File: src/rtl/hcps_defs.svh
// Offsets, reset values and timing figures of the hub configuration bank.
// Assumes inclusion by bare name from the package and the design modules.
`ifndef HCPS_DEFS_SVH
`define HCPS_DEFS_SVH

`define HCPS_OFS_CUR_SELF 8'h0e
`define HCPS_OFS_CUR_BUS 8'h0f
`define HCPS_OFS_PG_DELAY 8'h10
`define HCPS_OFS_LANG_UP 8'h11
`define HCPS_OFS_LANG_LO 8'h12
`define HCPS_OFS_MAKER_LEN 8'h13
`define HCPS_OFS_ITEM_LEN 8'h14
`define HCPS_OFS_SERIAL_LEN 8'h15
`define HCPS_OFS_TEXT_FIRST 8'h16
`define HCPS_OFS_TEXT_LAST 8'h53

`define HCPS_RST_CUR 8'h32
`define HCPS_RST_ZERO 8'h00
`define HCPS_TEXT_LEN_MAX 8'h1f
`define HCPS_TEXT_BYTES 62
`define HCPS_CHAR_IDX_LIMIT 5'h1f

`define HCPS_PG_UNIT_MS 2
`define HCPS_CLK_KHZ 125000

`endif

File: src/rtl/hcps_pkg.sv
// Types shared by the hub configuration bank and its power-good timer.
// Assumes hcps_defs.svh is on the include path.
`include "hcps_defs.svh"

package hcps_pkg;

  typedef enum logic [1:0] {
    HCPS_PG_IDLE,
    HCPS_PG_WAIT,
    HCPS_PG_GOOD
  } hcps_pg_state_t;

endpackage

File: src/rtl/hcps_config_regs.sv
// Hub configuration bank, bytes 0x0e to 0x53: currents, power-on time,
// language code, string lengths and the maker string.
// Assumes a byte-wide register port on clk, loaded from the configuration
// memory or the management port; self_powered arrives from a pin.
`timescale 1ns/1ps
`include "hcps_defs.svh"

module hcps_config_regs
  import hcps_pkg::*;
#(
  parameter int PG_TICK_CYCLES = `HCPS_PG_UNIT_MS * `HCPS_CLK_KHZ,
  parameter int TEXT_BYTES = `HCPS_TEXT_BYTES
) (
  input wire logic clk,
  input wire logic rst_n,
  input wire logic reg_wr_en,
  input wire logic reg_rd_en,
  input wire logic [7:0] reg_addr,
  input wire logic [7:0] reg_wr_data,
  output logic [7:0] reg_rd_data,
  output logic reg_rd_valid,
  input wire logic self_powered,
  output logic [7:0] ctrl_current_report,
  output logic [15:0] language_code,
  output logic [7:0] maker_text_length,
  output logic [7:0] item_text_length,
  output logic [7:0] serial_text_length,
  input wire logic [4:0] char_index,
  output logic [15:0] char_data,
  input wire logic port_power_start,
  output logic [7:0] port_power_good_delay,
  output logic port_power_good
);

  logic [7:0] cur_self_r;
  logic [7:0] cur_bus_r;
  logic [7:0] pg_delay_r;
  logic [7:0] lang_up_r;
  logic [7:0] lang_lo_r;
  logic [7:0] maker_len_r;
  logic [7:0] item_len_r;
  logic [7:0] serial_len_r;
  logic [7:0] text_mem [0:TEXT_BYTES-1];
  logic [7:0] rd_data_r;
  logic rd_valid_r;
  logic [15:0] char_r;
  logic sp_meta_r;
  logic sp_sync_r;

  // Address decode
  wire sel_cur_self = (reg_addr == `HCPS_OFS_CUR_SELF);
  wire sel_cur_bus = (reg_addr == `HCPS_OFS_CUR_BUS);
  wire sel_pg = (reg_addr == `HCPS_OFS_PG_DELAY);
  wire sel_lang_up = (reg_addr == `HCPS_OFS_LANG_UP);
  wire sel_lang_lo = (reg_addr == `HCPS_OFS_LANG_LO);
  wire sel_maker_len = (reg_addr == `HCPS_OFS_MAKER_LEN);
  wire sel_item_len = (reg_addr == `HCPS_OFS_ITEM_LEN);
  wire sel_serial_len = (reg_addr == `HCPS_OFS_SERIAL_LEN);
  wire sel_text = (reg_addr >= `HCPS_OFS_TEXT_FIRST) &&
                  (reg_addr <= `HCPS_OFS_TEXT_LAST);
  wire [7:0] text_off = reg_addr - `HCPS_OFS_TEXT_FIRST;
  wire [5:0] text_idx = text_off[5:0];
  wire text_wr = reg_wr_en && sel_text;

  // Counts above 31 characters are held at 31
  wire [7:0] len_wr = (reg_wr_data > `HCPS_TEXT_LEN_MAX) ?
                      `HCPS_TEXT_LEN_MAX : reg_wr_data;

  // Unmapped offsets read as zero
  wire [7:0] rd_mux =
    sel_cur_self ? cur_self_r :
    sel_cur_bus ? cur_bus_r :
    sel_pg ? pg_delay_r :
    sel_lang_up ? lang_up_r :
    sel_lang_lo ? lang_lo_r :
    sel_maker_len ? maker_len_r :
    sel_item_len ? item_len_r :
    sel_serial_len ? serial_len_r :
    sel_text ? text_mem[text_idx] :
    `HCPS_RST_ZERO;

  // Character n sits at bytes 2n (low) and 2n+1 (high)
  // Index 31 lies past the 62-byte area and reads as zero
  wire char_ok = (char_index != `HCPS_CHAR_IDX_LIMIT);
  wire [5:0] char_lo_idx = {char_index, 1'b0};
  wire [5:0] char_hi_idx = {char_index, 1'b1};
  wire [15:0] char_nxt = char_ok ?
    {text_mem[char_hi_idx], text_mem[char_lo_idx]} : 16'h0000;

  // Currents and power-on time
  always_ff @(posedge clk or negedge rst_n) begin
    if (!rst_n) begin
      cur_self_r <= `HCPS_RST_CUR;
      cur_bus_r <= `HCPS_RST_CUR;
      pg_delay_r <= `HCPS_RST_ZERO;
    end else if (reg_wr_en) begin
      if (sel_cur_self) begin
        cur_self_r <= reg_wr_data;
      end
      if (sel_cur_bus) begin
        cur_bus_r <= reg_wr_data;
      end
      if (sel_pg) begin
        pg_delay_r <= reg_wr_data;
      end
    end
  end

  // Language code bytes
  always_ff @(posedge clk or negedge rst_n) begin
    if (!rst_n) begin
      lang_up_r <= `HCPS_RST_ZERO;
      lang_lo_r <= `HCPS_RST_ZERO;
    end else if (reg_wr_en) begin
      if (sel_lang_up) begin
        lang_up_r <= reg_wr_data;
      end
      if (sel_lang_lo) begin
        lang_lo_r <= reg_wr_data;
      end
    end
  end

  // Length registers store the clamped count
  always_ff @(posedge clk or negedge rst_n) begin
    if (!rst_n) begin
      maker_len_r <= `HCPS_RST_ZERO;
      item_len_r <= `HCPS_RST_ZERO;
      serial_len_r <= `HCPS_RST_ZERO;
    end else if (reg_wr_en) begin
      if (sel_maker_len) begin
        maker_len_r <= len_wr;
      end
      if (sel_item_len) begin
        item_len_r <= len_wr;
      end
      if (sel_serial_len) begin
        serial_len_r <= len_wr;
      end
    end
  end

  // Maker string bytes, one flop group per address
  genvar gi;
  generate
    for (gi = 0; gi < TEXT_BYTES; gi++) begin : g_text
      always_ff @(posedge clk or negedge rst_n) begin
        if (!rst_n) begin
          text_mem[gi] <= `HCPS_RST_ZERO;
        end else if (text_wr && text_idx == 6'(gi)) begin
          text_mem[gi] <= reg_wr_data;
        end
      end
    end
  endgenerate

  // Read port: data held until the next read, valid pulses once
  always_ff @(posedge clk or negedge rst_n) begin
    if (!rst_n) begin
      rd_data_r <= `HCPS_RST_ZERO;
      rd_valid_r <= 1'b0;
    end else begin
      rd_valid_r <= reg_rd_en;
      if (reg_rd_en) begin
        rd_data_r <= rd_mux;
      end
    end
  end

  // Character output lags char_index by one cycle
  always_ff @(posedge clk or negedge rst_n) begin
    if (!rst_n) begin
      char_r <= 16'h0000;
    end else begin
      char_r <= char_nxt;
    end
  end

  // Powering-mode pin synchroniser
  always_ff @(posedge clk or negedge rst_n) begin
    if (!rst_n) begin
      sp_meta_r <= 1'b0;
      sp_sync_r <= 1'b0;
    end else begin
      sp_meta_r <= self_powered;
      sp_sync_r <= sp_meta_r;
    end
  end

  // Port power-on sequence timer
  hcps_power_good_timer #(
    .TICK_CYCLES(PG_TICK_CYCLES)
  ) u_pg_timer (
    .clk(clk),
    .rst_n(rst_n),
    .start(port_power_start),
    .delay_units(pg_delay_r),
    .power_good(port_power_good)
  );

  // Reported current follows the synchronised powering mode
  assign reg_rd_data = rd_data_r;
  assign reg_rd_valid = rd_valid_r;
  assign ctrl_current_report = sp_sync_r ? cur_self_r : cur_bus_r;
  assign language_code = {lang_up_r, lang_lo_r};
  assign maker_text_length = maker_len_r;
  assign item_text_length = item_len_r;
  assign serial_text_length = serial_len_r;
  assign char_data = char_r;
  assign port_power_good_delay = pg_delay_r;

endmodule

File: src/rtl/hcps_power_good_timer.sv
// Port power-good timer: counts the programmed delay in 2 ms units.
// Assumes start is a one-cycle pulse on clk; delay is held meanwhile.
`timescale 1ns/1ps
`include "hcps_defs.svh"

module hcps_power_good_timer
  import hcps_pkg::*;
#(
  parameter int TICK_CYCLES = `HCPS_PG_UNIT_MS * `HCPS_CLK_KHZ
) (
  input wire logic clk,
  input wire logic rst_n,
  input wire logic start,
  input wire logic [7:0] delay_units,
  output logic power_good
);

  hcps_pg_state_t state_r;
  hcps_pg_state_t state_nxt;
  logic [31:0] div_r;
  logic [7:0] units_r;
  logic tick;
  logic done;

  // One-cycle enable every 2 ms while waiting
  assign tick = (state_r == HCPS_PG_WAIT) && (div_r == 32'(TICK_CYCLES - 1));
  assign done = (units_r == 8'h00) || (tick && units_r == 8'h01);

  always_comb begin
    state_nxt = state_r;
    case (state_r)
      HCPS_PG_IDLE: begin
        if (start) begin
          state_nxt = HCPS_PG_WAIT;
        end
      end
      HCPS_PG_WAIT: begin
        if (start) begin
          state_nxt = HCPS_PG_WAIT;
        end else if (done) begin
          state_nxt = HCPS_PG_GOOD;
        end
      end
      HCPS_PG_GOOD: begin
        if (start) begin
          state_nxt = HCPS_PG_WAIT;
        end
      end
      default: state_nxt = HCPS_PG_IDLE;
    endcase
  end

  always_ff @(posedge clk or negedge rst_n) begin
    if (!rst_n) begin
      state_r <= HCPS_PG_IDLE;
      div_r <= 32'h0000_0000;
      units_r <= 8'h00;
    end else begin
      state_r <= state_nxt;
      if (start || tick) begin
        div_r <= 32'h0000_0000;
      end else if (state_r == HCPS_PG_WAIT) begin
        div_r <= div_r + 32'h0000_0001;
      end
      if (start) begin
        units_r <= delay_units;
      end else if (tick && units_r != 8'h00) begin
        units_r <= units_r - 8'h01;
      end
    end
  end

  assign power_good = (state_r == HCPS_PG_GOOD);

endmodule

File: config.mk
export PLATFORM = sky130hd
export DESIGN_NAME = hcps_config_regs
export DESIGN_NICKNAME = d
export VERILOG_FILES = /design/src/rtl/hcps_pkg.sv /design/src/rtl/hcps_config_regs.sv /design/src/rtl/hcps_power_good_timer.sv
export VERILOG_INCLUDE_DIRS = /design/src /design/src/rtl
export SDC_FILE = /design/constraint.sdc
export NUM_CORES = 1
export LEC_CHECK = 0
export ABC_CLOCK_PERIOD_IN_PS = 2300
export BUFFER_PORTS_ARGS = -buffer_cell sky130_fd_sc_hd__buf_2
export CAP_MARGIN = 20
export CELL_PAD_IN_SITES_DETAIL_PLACEMENT = 0
export CELL_PAD_IN_SITES_GLOBAL_PLACEMENT = 1
export CORE_UTILIZATION = 35
export DETAILED_ROUTE_END_ITERATION = 7
export GPL_TIMING_DRIVEN = 0
export PLACE_DENSITY = 0.55
export SLEW_MARGIN = 20
export SYNTH_ARGS = -nofsm -noshare
export SYNTH_HDL_FRONTEND = slang
export SYNTH_SLANG_ARGS = --single-unit
File: constraint.sdc
create_clock -name clk -period 2.3 [get_ports clk]
set_input_delay 0.115 -clock clk [delete_from_list [all_inputs] [get_ports clk]]
set_output_delay 0.115 -clock clk [all_outputs]
set_load 0.05 [all_outputs]
==> parameters.txt <==
Parameter                              Value

Clock network
  Maximum buffer depth of the clock tree    3
  Number of clock buffers inserted by TritonCTS    75
  Sinks on the clock net    ~630
  Clock network latency to the later pin of the worst-skew pair    0.66 ns
  Number of levels the H-tree was split into    3
  Buffer cell driving the clock tree root    sky130_fd_sc_hd__clkbuf_16
  Clock input transition at the sequential cells of the worst setup and hold paths    about 0.060 ns
  CTS tree    yes

Yosys
  Mean instance size in the synthesized netlist    14.1 sq um
  Synth cell types    80
  Async set-or-reset flop fraction in the synthesized netlist    100%
  Nets in the synthesized netlist    around 2,400
  Top flip-flop cell by instance count after synthesis    sky130_fd_sc_hd__dfrtp_1
  Warnings, synthesis    0
  Synthesized area    33,200 sq um
  Proportion of synthesized chip area in sequential cells    between 40% and 50%
  Synthesized netlist cell count    approximately 2,400
  EDFF count, synth    0
  Number of register bits inferred by synthesis    629

Setup path
  Crit path capture type    flip-flop
  Required arrival time at the worst endpoint    2.76 ns
  Highest net fanout along the worst path    10
  Data arrival time of the critical path    2.84 ns
  Critical Setup Path Class    input port to flip-flop
  Startpoint types    input port

Final layout
  Total of fill cells in the finished design    between 8,000 and 9,000
  Sequential cell area    around 16,000 sq um
  Nets    approximately 2,600
  Area occupied by multi-input gates    approximately 17,000 sq um
  Most common cell after layout, fill and taps aside    sky130_fd_sc_hd__dfrtp_1
  Most used cells in the layout excluding fill and tap cells    sky130_fd_sc_hd__dfrtp_1, sky130_fd_sc_hd__mux2_2, sky130_fd_sc_hd__mux4_2
  Area growth from synthesis to layout    19.2%
  Proportion of layout cells with a drive suffix above 1    50.3%
  Post-route core utilization    a little over two fifths

Timing
  Worst setup slack after layout    -0.0769 ns
  Hold Worst Slack    between 0.009 and 0.01 ns
  Final number of setup-violating endpoints    5
  Layout Skew    roughly 0.037 ns
  Final worst path period share    103%
  Period minus WS final    about 2.4 ns
  Slew at the pin with the worst max-slew slack    1.15 ns
  Final hold viol count    0
  RSZ-0062 raised after global routing    true
  Slew Limit Headroom    about a quarter
  Number of max-slew violations in the final report    0
  Peak Freq    0.421 GHz

Route
  Drt total wl    142,000 microns
  First-iteration detailed-routing DRC count    2,670
  Detail-routed via count per cell    roughly 6
  Final routed DRC violation total    0
  Average routed wire per standard cell    36.4 microns
  Total iterations of the first detailed-routing run    5
  Number of nets with antenna violations after routing    0
  Vias    23,909

Placement
  Global placement routability congestion    between 1 and 1.5
  Setup slack at placement    -1.92 ns
  Post-detail-place hpwl    about 100,000 microns
  PortBufs    100

Power and ir drop
  Leakage power    about 18 nW
  Worst supply voltage drop on vdd    ~0.00047 V
  Power density cells    between 700 and 800 nW/um^2

Run status
  Status    finished with violations
  Failing checks    negative setup slack

Floorplan
  Top-level I/O count    between 100 and 150
  Area of the die    96,200 sq um
  Initial core utilization    roughly 35%
  Die outline height    310 microns
  Standard-cell rows    around 110
  Placeable core area    roughly 94,000 sq um
  Die Width    310 microns

Run
  Max-cap violation count    0

GRT
  First-pass GRT wire length    slightly below 200,000 microns
  Number of antenna violations at the first check in global routing    8
  Maximum number of pins on one net before global-route repair    96
  Grt total ovfl    0
  Total global-route track usage    between 20% and 30%
  Via count of the first global-routing pass    approximately 24,000

Hold path
  Min-delay worst type    input port to async pin
-- flip-flops by register name, summed over array words and instances, names as in the netlist --
signal,cells
serial_text_length,8
text_mem,496
lang_up_r,8
char_data,16
sp_meta_r,1
port_power_good_delay,8
u_pg_timer.div_r,32
sp_sync_r,1
maker_text_length,8
u_pg_timer.units_r,8
lang_lo_r,8
item_text_length,8
cur_self_r,8
reg_rd_data,8
cur_bus_r,8
reg_rd_valid,1
u_pg_timer.state_r,2
-- logic make-up after synthesis --
kind of cell | after synthesis | synth area share, %
muxes | 869 | 38.2
DFF | 629 | 47.4
and+or+nand+nor | 452 | 7.25
buffers and inverters | 196 | 2.50
AOI/OAI and AO/OA | 165 | 3.49
xor gates and xnor gates | 36 | 0.971
adders and majority gates | 5 | 0.188
-- layout make-up --
class | instances | area share (%)
Antenna cell | 4 | 0.0253
Buffer | 183 | 2.60
Clock buffer | 114 | 5.82
Clock inverter | 22 | 0.752
Inverter | 12 | 0.114
Multi-Input combinational cell | 1527 | 43.5
Sequential cell | 629 | 39.8
Tap cell | 1254 | 3.96
Timing Repair Buffer | 155 | 3.48
-- path summary, 6_finish.rpt --
kind                                               start                                to  slack, ns  cells past startpoint
worst max-delay path                         reg_addr[1]        reg_rd_data[1]$_DFFE_PN0P_      -0.08                      9
worst min-delay path                               rst_n  u_pg_timer.div_r[16]$_DFFE_PN0P_      0.009                      2
worst max register to register  text_mem[96]$_DFFE_PN0P_        reg_rd_data[0]$_DFFE_PN0P_       0.03                      5
worst min register to register       sp_meta_r$_DFF_PN0_               sp_sync_r$_DFF_PN0_       0.35                      0
max in group asynchronous                          rst_n         text_mem[131]$_DFFE_PN0P_       0.43                      5
min in group clk                          reg_wr_data[4]          text_mem[60]$_DFFE_PN0P_       0.03                      2
-- stage by stage --
step / std cells / area, sq um / setup TNS (ns) / power [mW]
2_1_floorplan: 2352 / 33200 / 0 / 14.9
5_1_grt: 3897 / 39600 / -0.157 / 30.4
3_5_place_dp: 3715 / 35600 / -584.21 / 16.8
3_3_place_gp: 3706 / 35300 / -8166.38 / 16.7
6_report: 3900 / 39600 / -0.162 / 29.6
4_1_cts: 3883 / 39200 / -0.640 / 29.6
-- synthesized netlist by cell type, drive strengths merged, types with 21 or more instances --
cell	n	share of area (%)
mux2	566	19
nand2	183	2.2
nor3	21	0.55
and2	21	0.40
clkbuf	123	1.4
a32oi	21	0.55
mux4	263	18
o21ai	47	0.72
a21oi	21	0.33
nand3	51	0.90
nor2	86	1.2
dfrtp	623	47
mux2i	40	1.2
buf	61	0.98
-- worst max-delay path, stage by stage --
cell,delay [ns]
sky130_fd_sc_hd__buf_2,0.16
sky130_fd_sc_hd__buf_6,0.22
sky130_fd_sc_hd__buf_6,0.25
sky130_fd_sc_hd__buf_4,0.36
sky130_fd_sc_hd__buf_6,0.35
sky130_fd_sc_hd__clkbuf_4,0.36
sky130_fd_sc_hd__a2111oi_0,0.10
sky130_fd_sc_hd__a211oi_1,0.63
sky130_fd_sc_hd__o32ai_1,0.26
-- power breakdown --
group / total, mW / internal [mW] / switching [mW]
logic: 4.52 / 1.72 / 2.80
clock network: 12.6 / 7.60 / 5.05
registers: 12.4 / 11.8 / 0.600
total: 29.6 / 21.1 / 8.45
-- timing repair --
action,CTS,global route
setup buffers,29,10
setup endpoints to repair,500,233
gates resized for setup,147,52
hold buffers,4,1
pin swaps,24,13
endpoints found under the hold margin,206,1
-- per-layer routing --
| metal | part of all wire (%) | GRT usage, % |
|---|---|---|
| met5 | 0 | 0 |
| met4 | 5.3 | 15.1 |
| met3 | 8.6 | 6.72 |
| met2 | 44 | 43.8 |
| met1 | 42 | 41.6 |
Note: power is estimated with default switching activity, not from simulation.
